$ cat src/core/gpcde_pkg.sv
// Shared constants for the port C, D and E block
package gpcde_pkg;

  // ==========================================================
  // Bus geometry
  localparam int         GPCDE_AW   = 12;
  localparam int         GPCDE_DW   = 32;

  // ==========================================================
  // Register byte offsets
  localparam logic [11:0] OFF_C_PINS  = 12'h000;
  localparam logic [11:0] OFF_C_LATCH = 12'h004;
  localparam logic [11:0] OFF_C_DIR   = 12'h008;
  localparam logic [11:0] OFF_D_PINS  = 12'h00c;
  localparam logic [11:0] OFF_D_LATCH = 12'h010;
  localparam logic [11:0] OFF_D_DIR   = 12'h014;
  localparam logic [11:0] OFF_E_PINS  = 12'h018;
  localparam logic [11:0] OFF_E_LATCH = 12'h01c;
  localparam logic [11:0] OFF_E_CTRL  = 12'h020;
  localparam logic [11:0] OFF_E_ANA   = 12'h024;

  // ==========================================================
  // Port E direction and slave control field positions
  localparam int BIT_IN_FULL  = 7;
  localparam int BIT_OUT_FULL = 6;
  localparam int BIT_IN_OVF   = 5;
  localparam int BIT_SLV_SEL  = 4;

  // ==========================================================
  // Values after reset
  localparam logic [7:0] RST_DIR_CD  = 8'hff;
  localparam logic [2:0] RST_DIR_E   = 3'h7;
  localparam logic [7:0] RST_CTRL_E  = 8'h07;
  localparam logic [2:0] RST_ANA_E   = 3'h7;
  localparam logic [7:0] RST_LATCH   = 8'h00;

  // ==========================================================
  // Pin synchroniser depth
  localparam int SYNC_STAGES = 2;

endpackage

$ cat src/core/gpcde_pad.sv
// Per-pin driver selection with peripheral override
`timescale 1ns/1ps
module gpcde_pad
  import gpcde_pkg::*;
#(
  parameter int WIDTH = 8
) (
  // Software view
  input  wire logic [WIDTH-1:0] latch,
  input  wire logic [WIDTH-1:0] dir,
  // Peripheral override
  input  wire logic [WIDTH-1:0] ovrEn,
  input  wire logic [WIDTH-1:0] ovrIsInput,
  input  wire logic [WIDTH-1:0] ovrOut,
  // Pad drive
  output logic      [WIDTH-1:0] padOut,
  output logic      [WIDTH-1:0] padOe
);

  // ==========================================================
  // Direction 1 floats the pin, 0 drives the latch
  for (genvar i = 0; i < WIDTH; i++) begin : g_pin
    always_comb begin
      if (ovrEn[i]) begin
        padOut[i] = ovrOut[i];
        padOe[i]  = ~ovrIsInput[i];
      end else begin
        padOut[i] = latch[i];
        padOe[i]  = ~dir[i];
      end
    end
  end

endmodule

$ cat src/core/gpcde_ports.sv
// APB-attached general-purpose ports C, D and E
//
// What this block does
// - Port D direction bit 1 floats that pin as an input.
// - Port D direction bit 0 drives the latch bit onto the pin.
// - Port D latch is mapped; reads return latch, not pin level.
// - Each port D pin has its own direction bit; resets to all ones.
// - Slave select bit 4 of port E control turns port D into slave port.
// - In slave mode, port D pin n carries slave data bit n.
// - Three port E pins; direction 1 floats, 0 drives the E latch.
// - Port E latch is mapped; reads return latch, not pins.
// - Port E pins selected as analog read back as zero.
// - Power-on reset selects all port E pins as analog.
// - Port E control resets to 0000 -111; bit 3 reads zero.
// - C and D pin and latch values are kept over other resets.
// - Power-on reset leaves every port D pin a digital input.
// - Port C direction works like the others: 1 input, 0 drive.
// - Peripheral overrides never get written into direction bits.
`timescale 1ns/1ps
module gpcde_ports
  import gpcde_pkg::*;
(
  // Clock and resets
  input  wire logic                clock,
  input  wire logic                rst,
  input  wire logic                softRst,
  // APB slave
  input  wire logic                psel,
  input  wire logic                penable,
  input  wire logic                pwrite,
  input  wire logic [GPCDE_AW-1:0] paddr,
  input  wire logic [GPCDE_DW-1:0] pwdata,
  output logic      [GPCDE_DW-1:0] prdata,
  output logic                     pready,
  output logic                     pslverr,
  // Port C pins
  input  wire logic [7:0]          portCIn,
  output logic      [7:0]          portCOut,
  output logic      [7:0]          portCOe,
  // Port C peripheral override
  input  wire logic [7:0]          periphOvrEn,
  input  wire logic [7:0]          periphOvrIsInput,
  input  wire logic [7:0]          periphOvrOut,
  // Port D pins
  input  wire logic [7:0]          portDIn,
  output logic      [7:0]          portDOut,
  output logic      [7:0]          portDOe,
  // Port E pins
  input  wire logic [2:0]          portEIn,
  output logic      [2:0]          portEOut,
  output logic      [2:0]          portEOe,
  // Parallel slave port data path
  input  wire logic [7:0]          slaveOutData,
  input  wire logic                slaveDrive,
  input  wire logic                slaveInputFull,
  input  wire logic                slaveOutputFull,
  input  wire logic                slaveOverflowSet,
  output logic                     slavePortSelect,
  output logic      [7:0]          slaveInData
);

  // ==========================================================
  // Decode helper
  function automatic logic hit(input logic [GPCDE_AW-1:0] a,
                               input logic [11:0]         off);
    hit = (a == off);
  endfunction

  // ==========================================================
  // State
  typedef struct packed {
    logic [7:0]  latchC;
    logic [7:0]  dirC;
    logic [7:0]  latchD;
    logic [7:0]  dirD;
    logic [2:0]  latchE;
    logic [2:0]  dirE;
    logic        slvSel;
    logic        slvOvf;
    logic [2:0]  analogE;
    logic [31:0] rdata;
    logic        ready;
    logic        err;
    logic [7:0]  cOut;
    logic [7:0]  cOe;
    logic [7:0]  dOut;
    logic [7:0]  dOe;
    logic [2:0]  eOut;
    logic [2:0]  eOe;
  } gpcde_state_s;

  gpcde_state_s s;
  gpcde_state_s next_s;

  logic [7:0] pinC;
  logic [7:0] pinD;
  logic [2:0] pinE;
  logic [7:0] padCOut;
  logic [7:0] padCOe;
  logic [7:0] padDOut;
  logic [7:0] padDOe;
  logic [2:0] padEOut;
  logic [2:0] padEOe;
  logic       setup;
  logic       wrDone;
  logic [7:0] ctrlE;
  logic [7:0] padDEn;
  logic [7:0] padDIn;

  // ==========================================================
  // Pin synchronisers
  gpcde_sync #(.WIDTH(8)) u_sync_c (
    .clock  (clock),
    .rst    (rst),
    .async  (portCIn),
    .synced (pinC)
  );

  gpcde_sync #(.WIDTH(8)) u_sync_d (
    .clock  (clock),
    .rst    (rst),
    .async  (portDIn),
    .synced (pinD)
  );

  gpcde_sync #(.WIDTH(3)) u_sync_e (
    .clock  (clock),
    .rst    (rst),
    .async  (portEIn),
    .synced (pinE)
  );

  // ==========================================================
  // Pad drive, computed from the next register values
  // port C direction
  gpcde_pad #(.WIDTH(8)) u_pad_c (
    .latch      (next_s.latchC),
    .dir        (next_s.dirC),
    .ovrEn      (periphOvrEn),
    .ovrIsInput (periphOvrIsInput),
    .ovrOut     (periphOvrOut),
    .padOut     (padCOut),
    .padOe      (padCOe)
  );

  // slave mode hands port D to the slave data path
  assign padDEn = {8{next_s.slvSel}};
  assign padDIn = {8{~slaveDrive}};

  gpcde_pad #(.WIDTH(8)) u_pad_d (
    .latch      (next_s.latchD),
    .dir        (next_s.dirD),
    .ovrEn      (padDEn),
    .ovrIsInput (padDIn),
    .ovrOut     (slaveOutData),
    .padOut     (padDOut),
    .padOe      (padDOe)
  );

  gpcde_pad #(.WIDTH(3)) u_pad_e (
    .latch      (next_s.latchE),
    .dir        (next_s.dirE),
    .ovrEn      (3'h0),
    .ovrIsInput (3'h0),
    .ovrOut     (3'h0),
    .padOut     (padEOut),
    .padOe      (padEOe)
  );

  // ==========================================================
  // Bus handshake
  assign setup  = psel & ~penable;
  assign wrDone = psel & penable & s.ready & pwrite;

  // bit 3 is unimplemented and reads zero
  assign ctrlE = {slaveInputFull, slaveOutputFull, s.slvOvf, s.slvSel,
                  1'b0, s.dirE};

  // ==========================================================
  // Next state
  always_comb begin
    next_s       = s;
    next_s.ready = setup;
    next_s.err   = 1'b0;
    if (setup) begin
      next_s.rdata = '0;
      if (hit(paddr, OFF_C_PINS)) begin
        next_s.rdata[7:0] = pinC;
      end else if (hit(paddr, OFF_C_LATCH)) begin
        next_s.rdata[7:0] = s.latchC;
      end else if (hit(paddr, OFF_C_DIR)) begin
        next_s.rdata[7:0] = s.dirC;
      end else if (hit(paddr, OFF_D_PINS)) begin
        next_s.rdata[7:0] = pinD;
      end else if (hit(paddr, OFF_D_LATCH)) begin
        next_s.rdata[7:0] = s.latchD;
      end else if (hit(paddr, OFF_D_DIR)) begin
        next_s.rdata[7:0] = s.dirD;
      end else if (hit(paddr, OFF_E_PINS)) begin
        next_s.rdata[2:0] = pinE & ~s.analogE;
      end else if (hit(paddr, OFF_E_LATCH)) begin
        next_s.rdata[2:0] = s.latchE;
      end else if (hit(paddr, OFF_E_CTRL)) begin
        next_s.rdata[7:0] = ctrlE;
      end else if (hit(paddr, OFF_E_ANA)) begin
        next_s.rdata[2:0] = s.analogE;
      end else begin
        next_s.err = 1'b1;
      end
    end
    if (wrDone) begin
      // pin register writes land in the latch
      if (hit(paddr, OFF_C_PINS) || hit(paddr, OFF_C_LATCH)) begin
        next_s.latchC = pwdata[7:0];
      end else if (hit(paddr, OFF_C_DIR)) begin
        next_s.dirC = pwdata[7:0];
      end else if (hit(paddr, OFF_D_PINS) || hit(paddr, OFF_D_LATCH)) begin
        next_s.latchD = pwdata[7:0];
      end else if (hit(paddr, OFF_D_DIR)) begin
        next_s.dirD = pwdata[7:0];
      end else if (hit(paddr, OFF_E_PINS) || hit(paddr, OFF_E_LATCH)) begin
        next_s.latchE = pwdata[2:0];
      end else if (hit(paddr, OFF_E_CTRL)) begin
        next_s.slvSel = pwdata[BIT_SLV_SEL];
        next_s.dirE   = pwdata[2:0];
        if (!pwdata[BIT_IN_OVF]) begin
          next_s.slvOvf = 1'b0;
        end
      end else if (hit(paddr, OFF_E_ANA)) begin
        next_s.analogE = pwdata[2:0];
      end
    end
    // A new overflow outranks a clear in the same cycle
    if (slaveOverflowSet) begin
      next_s.slvOvf = 1'b1;
    end
    // other resets keep latches and pin state
    if (softRst) begin
      next_s.dirC   = RST_DIR_CD;
      next_s.dirD   = RST_DIR_CD;
      next_s.dirE   = RST_DIR_E;
      next_s.slvSel = 1'b0;
      next_s.slvOvf = 1'b0;
    end
    // overrides only steer pads, never the direction bits
    next_s.cOut = padCOut;
    next_s.cOe  = padCOe;
    next_s.dOut = padDOut;
    next_s.dOe  = padDOe;
    next_s.eOut = padEOut;
    next_s.eOe  = padEOe;
  end

  // ==========================================================
  // Registers
  always_ff @(posedge clock or posedge rst) begin
    if (rst) begin
      s         <= '0;
      s.latchC  <= RST_LATCH;
      s.latchD  <= RST_LATCH;
      s.latchE  <= RST_LATCH[2:0];
      s.dirC    <= RST_DIR_CD;
      s.dirD    <= RST_DIR_CD;
      s.dirE    <= RST_DIR_E;
      // power-on selects analog on port E
      s.analogE <= RST_ANA_E;
    end else begin
      s <= next_s;
    end
  end

  // ==========================================================
  // Outputs
  assign prdata          = s.rdata;
  assign pready          = s.ready;
  assign pslverr         = s.err;
  assign portCOut        = s.cOut;
  assign portCOe         = s.cOe;
  assign portDOut        = s.dOut;
  assign portDOe         = s.dOe;
  assign portEOut        = s.eOut;
  assign portEOe         = s.eOe;
  assign slavePortSelect = s.slvSel;
  assign slaveInData     = pinD;
endmodule

$ cat src/core/gpcde_sync.sv
// Two-stage synchroniser for asynchronous pin levels
`timescale 1ns/1ps
module gpcde_sync
  import gpcde_pkg::*;
#(
  parameter int WIDTH = 8
) (
  // Clock and reset
  input  wire logic             clock,
  input  wire logic             rst,
  // Data
  input  wire logic [WIDTH-1:0] async,
  output logic      [WIDTH-1:0] synced
);

  // ==========================================================
  // Stages
  typedef struct packed {
    logic [WIDTH-1:0] meta;
    logic [WIDTH-1:0] stable;
  } gpcde_sync_s;

  gpcde_sync_s s;
  gpcde_sync_s next_s;

  // The first stage feeds only the second
  always_comb begin
    next_s        = s;
    next_s.meta   = async;
    next_s.stable = s.meta;
  end

  always_ff @(posedge clock or posedge rst) begin
    if (rst) begin
      s <= '0;
    end else begin
      s <= next_s;
    end
  end

  assign synced = s.stable;

endmodule
$ cat config.mk
export PLATFORM = sky130hd
export DESIGN_NAME = gpcde_ports
export DESIGN_NICKNAME = d
export VERILOG_FILES = /design/src/core/gpcde_pkg.sv /design/src/core/gpcde_pad.sv /design/src/core/gpcde_ports.sv /design/src/core/gpcde_sync.sv
export SDC_FILE = /design/constraint.sdc
export NUM_CORES = 1
export LEC_CHECK = 0
export BUFFER_PORTS_ARGS = -buffer_cell sky130_fd_sc_hd__buf_2
export CORE_MARGIN = 4
export CORE_UTILIZATION = 47
export DETAILED_ROUTE_END_ITERATION = 10
export PLACE_DENSITY_LB_ADDON = 0.3
export SLEW_MARGIN = 10
export SYNTH_ARGS = -nofsm -noshare
export SYNTH_HDL_FRONTEND = slang
export SYNTH_SLANG_ARGS = --single-unit
$ cat constraint.sdc
create_clock -name clock -period 10.6 [get_ports clock]
set_clock_uncertainty 0.1 [all_clocks]
set_input_delay 0.53 -clock clock [delete_from_list [all_inputs] [get_ports clock]]
set_output_delay 0.53 -clock clock [all_outputs]
set_load 0.02 [all_outputs]
=== Word level (Yosys, flattened, before mapping) ===
Cells that the tools add are included.

* Register bits: 126
* Bits of input ports: 105
* Word-level logic and storage cells: 162

* Equality and inequality tests: 15
* Multiplexer cells: 75
* Bitwise logic cells: 40
* Reductions and logical operators: 9

{| class="wikitable"
|+ Operators with widths
! kind !! count
|-
| 8-bit 2-to-1 mux || 13
|-
| 12-bit by 5-bit == test with 1-bit output (second input constant) || 4
|-
| 1-bit 2-to-1 mux || 45
|-
| 43-bit 2-to-1 mux || 1
|-
| 35-bit 2-to-1 mux || 1
|-
| 1-bit NOT || 34
|-
| 27-bit 2-to-1 mux || 1
|-
| 5-bit 2-to-1 mux || 5
|-
| 12-bit by 4-bit == test with 1-bit output (second input constant) || 2
|-
| 12-bit by 6-bit == test with 1-bit output (second input constant) || 2
|-
| 3-bit 2-to-1 mux || 7
|-
| 19-bit 2-to-1 mux || 1
|-
| 8-bit AND reduction || 2
|-
| 3-bit != test (second input constant) || 5
|-
| 12-bit by 3-bit == test with 1-bit output (second input constant) || 1
|-
| 12-bit logical NOT || 1
|-
| 11-bit 2-to-1 mux || 1
|-
| 6-bit AND reduction || 1
|-
| 3-bit nonzero test || 2
|-
| 1-bit AND || 4
|-
| 3-bit AND || 1
|-
| 1-bit logical OR || 3
|-
| 3-bit by 2-bit != test with 1-bit output (second input constant) || 1
|-
| 3-bit NOT || 1
|}

=== Longest topological paths before layout ===
Gate-level depths: netlist (run 1).

* Depth in word-level cells: 12
* Mapped depth: 7
* Depth with buffers taken out: 5

=== By module ===
Synthesis (run 1) repeated with hierarchy kept, for this count alone.

* Cells, all modules: 475
* Area, all modules: 5833.1 um^2

{| class="wikitable"
|+ By module, submodules not included
! module !! times used !! cells an instance !! area each (um^2)
|-
| gpcde_ports || 1 || 396 || 4395.5
|-
| gpcde_sync at u_sync_c ... || 2 || 17 || 404.1
|-
| gpcde_pad at u_pad_c ... || 2 || 16 || 200.2
|-
| gpcde_sync at u_sync_e || 1 || 7 || 153.9
|-
| gpcde_pad at u_pad_e || 1 || 6 || 75.1
|}

=== Least setup slack after synthesis (run 1) ===
Ideal clock, no wire load.

* Path type: in2reg
* From: input paddr[3]
* To: register s (netlist bit portDOut[7])
* Library setup time: 0.127 ns
* Arrival: 2.356 ns
* Required time: 10.373 ns
* Path slack: 8.017 ns
* Cell stages on the path: 7
* Buffers on the path: 2
* Path through: buf_2 > nor4_4 > nand4_1 > or3_4 > a21oi_4 > buf_6 > mux2_1

{| class="wikitable"
|+ RTL lines
! what !! RTL line !! source
|-
| start: declaration || gpcde_ports.sv:31 || <nowiki>input wire logic [GPCDE_AW-1:0] paddr,</nowiki>
|-
| end signal: assignment || gpcde_ports.sv:268 || <nowiki>s <= next_s;</nowiki>
|-
| end: declaration || gpcde_ports.sv:92 || <nowiki>gpcde_state_s s;</nowiki>
|}

==> results of run 1 <==
[layout by cell type (no fill, tap or decap), types with 6 or more instances in the layout]
| master | Yosys | routed |
|---|---|---|
| buf_2 | 3 | 137 |
| dfrtp_1 | 104 | 104 |
| mux2_2 | 30 | 30 |
| o21ai_0 | 27 | 27 |
| mux2i_1 | 26 | 26 |
| conb_1 | 1 | 24 |
| nor2_1 | 23 | 23 |
| dfstp_2 | 22 | 22 |
| nand2_1 | 19 | 19 |
| clkbuf_16 | 0 | 17 |
| nand3b_1 | 12 | 12 |
| a21oi_1 | 10 | 10 |
| o22ai_1 | 9 | 9 |
| nor2b_1 | 8 | 8 |
| inv_1 | 9 | 8 |
| nand3_1 | 8 | 8 |
| mux2_4 | 8 | 8 |
| nand4_1 | 7 | 7 |
| nor4b_1 | 7 | 7 |
| a22o_1 | 6 | 6 |
[registers in the layout (all words and copies together), names as in the netlist, 3 cells and up]
register         count
portEOe              3
u_sync_d.synced      8
portCOe              8
u_sync_e.next_s      3
prdata               8
u_sync_c.synced      8
u_sync_d.next_s      8
portDOe              8
u_sync_e.synced      3
portCOut             8
portEOut             3
s                   35
ctrlE                4
portDOut             8
u_sync_c.next_s      8
[logic make-up after synthesis]
family | share of synthesized area (%)
flops | 53.02
simple gates | 13.43
buf+inv | 11.14
compound gates | 9.804
mux | 12.54
other cells | 0.06252
[metrics by stage]
stage,util (%),total power [mW]
2_1_floorplan,-,0.5650
3_3_place_gp,50.76,0.5876
3_5_place_dp,50.76,0.5892
4_1_cts,55.73,1.205
5_1_grt,55.73,1.239
6_report,55.73,1.192
[power by group through the flow]
stage	clock network (mW)	registers (mW)	logic (mW)
final	0.611	0.498	0.0832
after global routing	0.649	0.498	0.0914
after CTS	0.623	0.498	0.0840
after detailed placement	0	0.506	0.0835
after global placement	0	0.505	0.0824
after floorplan	0	0.507	0.0581
[per-layer routing]
metal  routed length [microns]  vias up
met5                         0        -
met4                       255        0
met3                      1161       22
met2                      6964      177
met1                      6493     2074
li1                          -     1920
[final cells by class]
class                      count  share of cell area, %
clock buffer                  21                  6.574
clock inverter                11                  2.340
inverter                      10                 0.5716
multi-input combinational    301                  31.92
sequential                   126                  45.41
tap                          172                  3.073
timing repair buffer         140                  10.11
[final timing paths]
kind | slack [ns] | depth (start not counted) | end
min in group asynchronous | 0.12 | 2 | u_sync_d.next_s[2]$_DFF_PP0_
max in group asynchronous | 8.97 | 3 | s[114]$_DFF_PP0_
max reg2reg | 8.02 | 4 | portDOut[3]$_DFF_PP0_
min | 0.11 | 1 | u_sync_d.next_s[1]$_DFF_PP0_
max | 7.79 | 6 | portDOut[3]$_DFF_PP0_
min reg2reg | 0.25 | 0 | u_sync_d.synced[3]$_DFF_PP0_
[worst max-delay path, stage by stage]
cell,delay (ns)
buf_2,0.40
nor4_4,0.47
nand4_1,0.32
or3_4,0.44
a21oi_4,0.43
mux2_2,0.39
==> metrics.md, run 1 <==
| Metric | Value |
|---|---|
| Die Area | 14630 sq um |
| Combinational fraction of design power | 7.0% |
| Die H | 121.0 microns |
| Critical Path Source | paddr[2] |
| Gpl congestion | 0.8753 |
| Data required, critical path | 10.80 ns |
| WS Path Type | in2reg |
| Tmin final | roughly 2.8 ns |
| Final instance area | ~7000 sq um |
| DP Cell Count | 749 |
| Pin count of the biggest net entering global routing | a little over 70 |
| Clock sink count | about 130 |
| GRT Resource Usage Total | a little over a fifth |
| GR Util met1 | 29.18% |
| CTS H-tree depth | 4 |
| HP Class | in2reg |
| Register Area | 3181 sq um |
| Sequential group share of total power | 41.8% |
| Crit path max fanout | between 40 and 50 |
| Place WS | 7.345 ns |
| Clock power share | 51.3% |
| HP Start | portDIn[1] |
| Wire per inst | 19.05 microns |
| Num ports | 186 |
| Max IR drop VDD | 0.09951 mV |
| Leakage power | between 3 and 4 nW |
| Clock transition at path regs | 0.06 ns |
| Final setup violating endpoints | 0 |
| Fin Setup TNS | 0 ns |
| Post-Place Cell Area | 6380 sq um |
| Pwr per Cell Area | 170.1 nW/um^2 |
| Most instantiated cells after synthesis | 104 x dfrtp_1, 70 x buf_4, 30 x mux2_2 |
| WP data arrival | 3.01 ns |
| Slew Viols, Final | 0 |
| Worst-Skew Late Latency | 0.42 ns |
| Synthesized flop and latch total | around 130 |
| Worst Setup End Kind | flip-flop |
| CTS root buf | clkbuf_16 |
| M3 GR Usage | 6.527% |
| Synthesized area per cell | 11.83 sq um |
| Area contributors post-synth | dfrtp_1 43%, dfstp_2 9.6%, buf_4 8.8%, mux2_2 5.6%, mux2i_1 4.3% |
| Sequential area share after synthesis | a little over half |
| Endpoints failing hold | 0 |
| Vias in the first global route | 4320 |
| Core area | 12570 sq um |
| Net Sw Frac | around 22% |
| Layout cell share with drive strength beyond 1 | 40.89% |
| Post-Route WL | 14880 microns |
| Initial Util | 47.73% |
| Final Cycle Share | around a quarter |
| MaxCap Viol Count | 0 |
| First-pass GRT wire length | 23780 microns |
| Commonest register cell after synthesis | dfrtp_1 |
| # DRC | 0 |
| Detailed Routing Iterations Pass 1 | 5 |
| Critical R2R Launch | pready$_DFF_PP0_ |
| Cts hold-fix bufs | 0 |
| Routed vias/inst | 5.369 |
| Tightest Pin Transition | 0.9484 ns |
| Synth warn | 0 |
| Die X | 121.0 microns |
| CTS tree | yes |
| Final Worst Setup Slack | 7.793 ns |
| DRT iter0 DRCs | 299 |
| Port Buffers | 137 |
| Post-Synthesis Cells | 507 |
| TritonCTS buffer count | 17 |
| P&R area growth vs syn | 16.77% |
| Num rows | between 40 and 50 |
| GRT busiest layer | met2 |
| Synth unique cells | 66 |
| Post-CTS Setup Inserts | 0 |
| Most numerous cell in the Yosys netlist | dfrtp_1 |
| Max Root-Sink Buffers | 2 |
| Pint | 0.9244 mW |
| RSZ-0062 raised after global routing | no |
| Max transition margin | 36.25% |
| HPWL after DPL | 10510 microns |
| Synth top area share | approximately 43% |
| Switching power | 0.2672 mW |
| Startpoint Class | input port |
| Initial antenna violation count | 0 |
| Status | finished, final reports clean |
| Grt met2 use | 33.07% |
| DR vias | 4193 |
| EDFF count, synth | 0 |
| Max Freq | 356.2 MHz |
| Area of the multi-input gates | 2236 sq um |
| Post-synth ARST share | 100.0% |
| Layout Cells excl Fill | 781 |
| Grt ovf | 0 |
| Cts repair resizes | 0 |
| Post-Syn Area | 5998 sq um |
| WHS | 0.1124 ns |
| Synth area leader | dfrtp_1 |
| Number of routed nets with antenna violations | 0 |
| Filler Cell Count | 1064 |
| ANT cells | 0 |
| Post-layout nets | between 700 and 800 |
Power figures use the tool's default switching activity.
==> run 2, diff against run 1 <==
==> constraint.sdc (replaced) <==
create_clock -name clock -period 2.5 [get_ports clock]
set_clock_uncertainty 0.1 [all_clocks]
set_input_delay 0.125 -clock clock [delete_from_list [all_inputs] [get_ports clock]]
set_output_delay 0.125 -clock clock [all_outputs]
set_load 0.02 [all_outputs]
==> run 2 against run 1 <==
Effect of this change:
- final area up 12%
- global-route usage up 2.1 points
- largest power group unchanged
- first-iteration DRC count down 0.33%
- final cell count up 12%
- non-clock buffer count up 93
- critical path type unchanged
==> metrics.md, run 2 (synthesis results as in run 1) <==
| Metric | Value |
|---|---|
| Max Root-Sink Buffers | 2 |
| Reg with most FFs | s |
| First-pass GRT wire length | 26090 microns |
| HP Start | psel |
| Final instance area | between 7000 and 8000 sq um |
| RSZ-0062 raised after global routing | no |
| Grt met2 use | 38.49% |
| Num rows | 41 |
| Worst Setup End Kind | flip-flop |
| Leakage power | between 3 and 4 nW |
| Max IR drop VDD | around 0.64 mV |
| CTS root buf | clkbuf_16 |
| MaxCap Viol Count | 0 |
| M3 GR Usage | 7.366% |
| Tightest Pin Transition | 0.6491 ns |
| GR Util met1 | 29.76% |
| Die Area | 14630 sq um |
| Layout Cells excl Fill | ~870 |
| Post-Place Cell Area | 6586 sq um |
| Cell count of the worst reg-to-reg path | 6 |
| CTS H-tree depth | 4 |
| Die H | 121.0 microns |
| DRT iter0 DRCs | ~300 |
| P&R area growth vs syn | 31.00% |
| Worst-Skew Late Latency | 0.42 ns |
| Status | finished, final reports clean |
| HP Class | in2reg |
| Detailed Routing Iterations Pass 1 | 4 |
| Grt ovf | 0 |
| TritonCTS buffer count | 17 |
| Die X | about 120 microns |
| WP data arrival | 2.52 ns |
| Commonest non-fill, non-tap cell in the layout | buf_2 |
| R2R Setup Slk | 0.49 ns |
| Port Buffers | 137 |
| Gpl congestion | 0.8811 |
| Max transition margin | between 50 and 60% |
| Critical Path Source | paddr[11] |
| Power Total | 4.978 mW |
| Cell depth of the worst hold path | 3 |
| Final setup violating endpoints | 0 |
| Startpoint Class | input port |
| Pin count of the biggest net entering global routing | about 130 |
| Hold-critical path endpoint | pready$_DFF_PP0_ |
| Wire per inst | 19.02 microns |
| Data required, critical path | 2.69 ns |
| Slew Viols, Final | 0 |
| Final Cycle Share | 92.95% |
| Initial Util | ~48% |
| Commonest non-fill, non-tap cells in the layout | 137 x buf_2, 104 x dfrtp_1, 69 x dlygate4sd3_1, 30 x mux2_2, 27 x o21ai_0 |
| Post-layout nets | 794 |
| GRT busiest layer | met2 |
| HPWL after DPL | 11010 microns |
| Initial antenna violation count | 0 |
| GRT Resource Usage Total | 23.69% |
| Tmin final | 2.324 ns |
| Clock transition at path regs | roughly 0.05 ns |
| Max reg flops | 35 |
| WS Path Type | in2reg |
| Layout cell share with drive strength beyond 1 | 38.80% |
| Fin Setup TNS | 0 ns |
| CTS tree | yes |
| Routed vias/inst | 5.243 |
| Number of routed nets with antenna violations | 0 |
| Num ports | 186 |
| # DRC | 0 |
| Post-Route WL | 16600 microns |
| DR vias | around 4600 |
| DP Cell Count | 773 |
| Vias in the first global route | 4862 |
| Fin util | 62.52% |
| Crit path max fanout | 7 |
| Endpoints failing hold | 0 |
| Pwr per Cell Area | 633.6 nW/um^2 |
| Core area | 12570 sq um |
| FF-to-FF End | portEOe[2]$_DFF_PP0_ |
| Max Freq | about 430 MHz |
| ANT cells | 0 |
| Critical R2R Launch | pready$_DFF_PP0_ |
| Clock sink count | approximately 130 |
run 2: cell types whose count changed in the layout (fill, tap and decap cells not counted), moves of 2 or more:
cell,before,now
dlygate4sd3_1,0,69
buf_4,3,25
buf_12,0,2
bufinv_16,4,2
clkbuf_8,2,4
run 2: worst max-delay path by stage:
stage,endpoint,cells past startpoint
finish,portCOe[5]$_DFF_PP0_,9
CTS,portCOe[0]$_DFF_PP0_,9
floorplan,portDOut[7]$_DFF_PP0_,7
detailed placement,portCOut[0]$_DFF_PP0_,6
global placement,portCOut[0]$_DFF_PP0_,6
global route,portCOe[5]$_DFF_PP0_,9
run 2: repair_timing:
action / 4_1_cts / 5_1_grt
hold buffers: 69 / 0
resized for setup: 0 / 1
endpoints found under the hold margin: 176 / 0
setup buffers: 0 / 0
endpoints found under the setup margin: 0 / 5
run 2: power by group:
| group | switching, mW | internal [mW] | leakage [nW] |
|---|---|---|---|
| registers | 0.0187 | 2.09 | 1.57 |
| clock network | 0.853 | 1.56 | 0.290 |
| logic | 0.261 | 0.196 | 1.96 |
run 2: metrics by stage:
| step | hold WS (ns) | setup WS, ns |
|---|---|---|
| floorplan | 0.05643 | 0.3215 |
| global placement | 0.1328 | 0.1312 |
| detailed placement | 0.1343 | 0.06913 |
| CTS | 0.05446 | 0.04788 |
| global route | 0.09723 | 0.09444 |
| finish | 0.06761 | 0.1762 |
run 2: final cells by class:
cell class / count / area [sq um]
Timing Repair Buffer: 233 / 1604
Fill cell: 1006 / 4711
Sequential cell: 126 / 3181
Clock inverter: 7 / 85.08
Multi-Input combinational cell: 301 / 2240
Inverter: 10 / 41.29
Tap cell: 172 / 215.2
Clock buffer: 24 / 491.7
run 2: critical path, stage by stage:
cell	delay [ns]
buf_2	0.11
or4_4	0.61
buf_4	0.19
nor4b_2	0.35
buf_4	0.24
nand3_1	0.09
nand3b_1	0.13
mux2i_1	0.09
dlygate4sd3_1	0.57
run 2: metal layers:
| layer | routed length [microns] | vias up | part of all wire [%] |
|---|---|---|---|
| met2 | 8105 | 185 | 49 |
| met5 | 0 | - | 0 |
| met4 | 319 | 0 | 1.9 |
| met1 | 7046 | 2267 | 42 |
| li1 | - | 2100 | - |
| met3 | 1134 | 25 | 6.8 |
==> run 3, diff against run 2 <==
--- a/config.mk
+++ b/config.mk
@@ -7,10 +7,11 @@
 export LEC_CHECK = 0
 export BUFFER_PORTS_ARGS = -buffer_cell sky130_fd_sc_hd__buf_2
 export CORE_MARGIN = 4
-export CORE_UTILIZATION = 47
+export CORE_UTILIZATION = 46
 export DETAILED_ROUTE_END_ITERATION = 10
 export PLACE_DENSITY_LB_ADDON = 0.3
 export SLEW_MARGIN = 10
 export SYNTH_ARGS = -nofsm -noshare
 export SYNTH_HDL_FRONTEND = slang
+export SYNTH_HIERARCHICAL = 1
 export SYNTH_SLANG_ARGS = --single-unit
==> run 3 against run 2 <==
Effect of this change:
- wire length shrank 7.2%
- die area shrank 0.59%
- non-clock buffer count grew 1
- power shrank 0.29%
- critical path depth is the same
- via count shrank 5.0%
- hold slack lost 0.049 ns
- synthesized cell count shrank 6.3%
- fmax shrank 3.2%
- first-iteration DRC count shrank 6.0%
- critical path type unchanged
- critical endpoint is now portCOut[3]$_DFF_PP0_
- largest cell class unchanged
- largest power group unchanged
==> metrics.md, run 3 <==
| Metric | Value |
|---|---|
| Max Root-Sink Buffers | 2 |
| HPWL after DPL | 10470 microns |
| WS Path Type | in2reg |
| EDFF count, synth | 0 |
| CTS root buf | clkbuf_16 |
| CP max-delay cell | or4_1 |
| Commonest register cell after synthesis | dfrtp_1 |
| Synth top area share | roughly 46% |
| Fin util | 63.55% |
| CTS H-tree depth | 4 |
| TritonCTS buffer count | 17 |
| CTS tree | yes |
| XOR/XNOR Fraction of Synth Area | 0% |
| WP data arrival | 2.59 ns |
| Post-Synth Simple-Gate Area | 8.366% |
| Max transition margin | 52.65% |
| Final Cycle Share | a little over nine tenths |
| Commonest non-fill, non-tap cells in the layout | 137 x buf_2, 107 x dfrtp_1, 67 x dlygate4sd3_1, 36 x conb_1, 29 x buf_4 |
| MaxCap Viol Count | 0 |
| First-pass GRT wire length | approximately 24000 microns |
| Post-synth ARST share | 100.0% |
| Pwr per Cell Area | 639.7 nW/um^2 |
| Post-Syn Area | 5833 sq um |
| Critical path's largest stage delay | 0.62 ns |
| Most numerous cell in the Yosys netlist | dfrtp_1 |
| Cell depth of the worst hold path | 2 |
| Post-CTS Setup Inserts | 0 |
| Final setup violating endpoints | 0 |
| Crit path max fanout | 8 |
| Reg with most FFs | s |
| Critical-path cell list | buf_2 > buf_4 > or4_1 > nor3_2 > nand2b_1 > buf_4 > mux2_2 > mux2_4 > dlygate4sd3_1 |
| Worst-Skew Late Latency | 0.41 ns |
| Sequential area share after synthesis | 55.81% |
| Initial antenna violation count | 0 |
| Leakage power | 3.832 nW |
| CP most frequent cell | buf_4 |
| Hold-critical path endpoint | s[72]$_DFFE_PP1P_ |
| Clock sink count | roughly 130 |
| Max reg flops | 38 |
| Commonest non-fill, non-tap cell in the layout | buf_2 |
| Critical Path Source | paddr[7] |
| Compound-Gate Fraction of Synth Area | 10.17% |
| Clock transition at path regs | around 0.060 ns |
| Slew Viols, Final | 0 |
| Grt ovf | 0 |
| Status | finished, final reports clean |
| Critical R2R Launch | pready$_DFF_PP0_ |
| Largest family of logic cells by synthesized area | multiplexers |
| Area contributors post-synth | dfrtp_1 46%, dfstp_2 9.9%, buf_4 9.0%, mux2_4 4.9%, mux2_2 4.8% |
| RSZ-0062 raised after global routing | no |
| FF-to-FF End | portCOut[3]$_DFF_PP0_ |
| Die H | ~120 microns |
| Port Buffers | 137 |
| Adder-cell share of the synthesized area | 0% |
| Max IR drop VDD | between 0.4 and 0.5 mV |
| Num rows | 40 |
| Die Area | 14550 sq um |
| Die X | 120.6 microns |
| Most instantiated cells after synthesis | 107 x dfrtp_1, 70 x buf_4, 26 x mux2i_1 |
| Initial Util | 47.77% |
| Fin Setup TNS | 0 ns |
| R2R Setup Slk | 0.12 ns |
| DRT iter0 DRCs | 280 |
| Gpl congestion | 0.8877 |
| Max Freq | 416.7 MHz |
| Detailed Routing Iterations Pass 1 | 5 |
| Cell count of the worst reg-to-reg path | 7 |
| Synth warn | 6 |
| Worst Setup End Kind | flip-flop |
| Post-Synthesis Cells | roughly 480 |
| P&R area growth vs syn | 33.03% |
| HP Start | pwdata[0] |
| GRT Resource Usage Total | 21.86% |
| Layout cell share with drive strength beyond 1 | about two fifths |
| Core area | 12210 sq um |
| Endpoints failing hold | 0 |
| Startpoint Class | input port |
| Pin count of the biggest net entering global routing | 36 |
| Tmin final | 2.400 ns |
| Synth area leader | dfrtp_1 |
| Synthesized flop and latch total | 129 |
| Post-Route WL | 15410 microns |
| Synth unique cells | between 40 and 50 |
| DR vias | 4347 |
| Data required, critical path | 2.69 ns |
| Num ports | between 150 and 200 |
| Number of routed nets with antenna violations | 0 |
| Mux cell area share after synthesis | ~14% |
| Routed vias/inst | 5.078 |
| Tightest Pin Transition | 0.7087 ns |
| Post-layout nets | about 800 |
| Vias in the first global route | around 4500 |
| ANT cells | 0 |
| Wire per inst | 18.00 microns |
| # DRC | 0 |
| HP Class | in2reg |
| Synthesized area per cell | 12.28 sq um |
==> run 3: cell types whose count changed in the layout (fill, tap and decap cells not counted), sizes merged, moves of 10 or more <==
cell,change
a211o,+18
a21oi,+13
and3,+11
conb,+12
inv,+13
nand3b,-12
nor2,-10
o21ai,-15
==> run 3: how the worst max path moves through the flow <==
stage	cells past startpoint	to	slack, ns
detailed placement	7	portDOut[2]$_DFF_PP0_	-0.20
CTS	9	portCOut[0]$_DFF_PP0_	0.03
global placement	7	portDOut[2]$_DFF_PP0_	-0.12
global route	8	portCOe[3]$_DFF_PP0_	0.04
finish	9	portCOut[3]$_DFF_PP0_	0.10
floorplan	6	portDOut[0]$_DFF_PP0_	0.004
==> run 3: critical path: cells and delay by family <==
| kind | cells | cell delay, ns |
|---|---|---|
| mux | 2 | 0.58 |
| simple gates | 3 | 0.90 |
| buf+inv | 4 | 0.98 |
==> run 3: logic make-up (layout without fill, tap and decap cells) <==
group / after synthesis / after routing
other: 1 / 36
AND/OR/NAND/NOR: 85 / 85
flip-flops: 129 / 129
AO/OA/AOI/OAI: 87 / 87
buffers and inverters: 103 / 281
multiplexers: 70 / 70
==> run 3: per-stage QoR <==
stage                     std cells  hold WS (ns)  power, mW  setup WS [ns]  area (sq um)
after floorplan                 510       -0.1840      2.454       0.004235          5993
after global placement          757      -0.01170      2.568        -0.1208          6524
after detailed placement        757     -0.003069      2.575        -0.1953          6524
after CTS                       856      0.005572      5.003        0.03012          7755
after global routing            856       0.01412      5.141        0.03944          7760
final                           856       0.01855      4.964         0.1003          7760
==> run 3: what timing repair did <==
item	in CTS	in global routing
resized for setup	0	1
endpoints found under the setup margin	0	6
hold endpoints to repair	126	0
hold buffers	67	0
==> run 3: layout make-up <==
class                   count  area (sq um)
clock inverters            14         121.4
well taps                 168         210.2
clock buffers              18         439.2
inverters                  15         60.06
multi-input cells         278          2079
fillers                   915          4452
repair buffers            234          1594
flip-flops and latches    129          3256
==> run 3: metal layers <==
layer	up-vias	track usage (%)	part of all wire, %
met5	-	0	0
met4	0	6.941	1.0
met3	15	4.771	6.9
met2	186	36.99	50
met1	2165	28.07	42
li1	1981	-	-
==> run 3: where the power goes <==
part	switching [mW]	internal, mW	total [mW]
Clock	1.02	1.33	2.34
Sequential	0.0203	2.14	2.16
Combinational	0.258	0.200	0.458
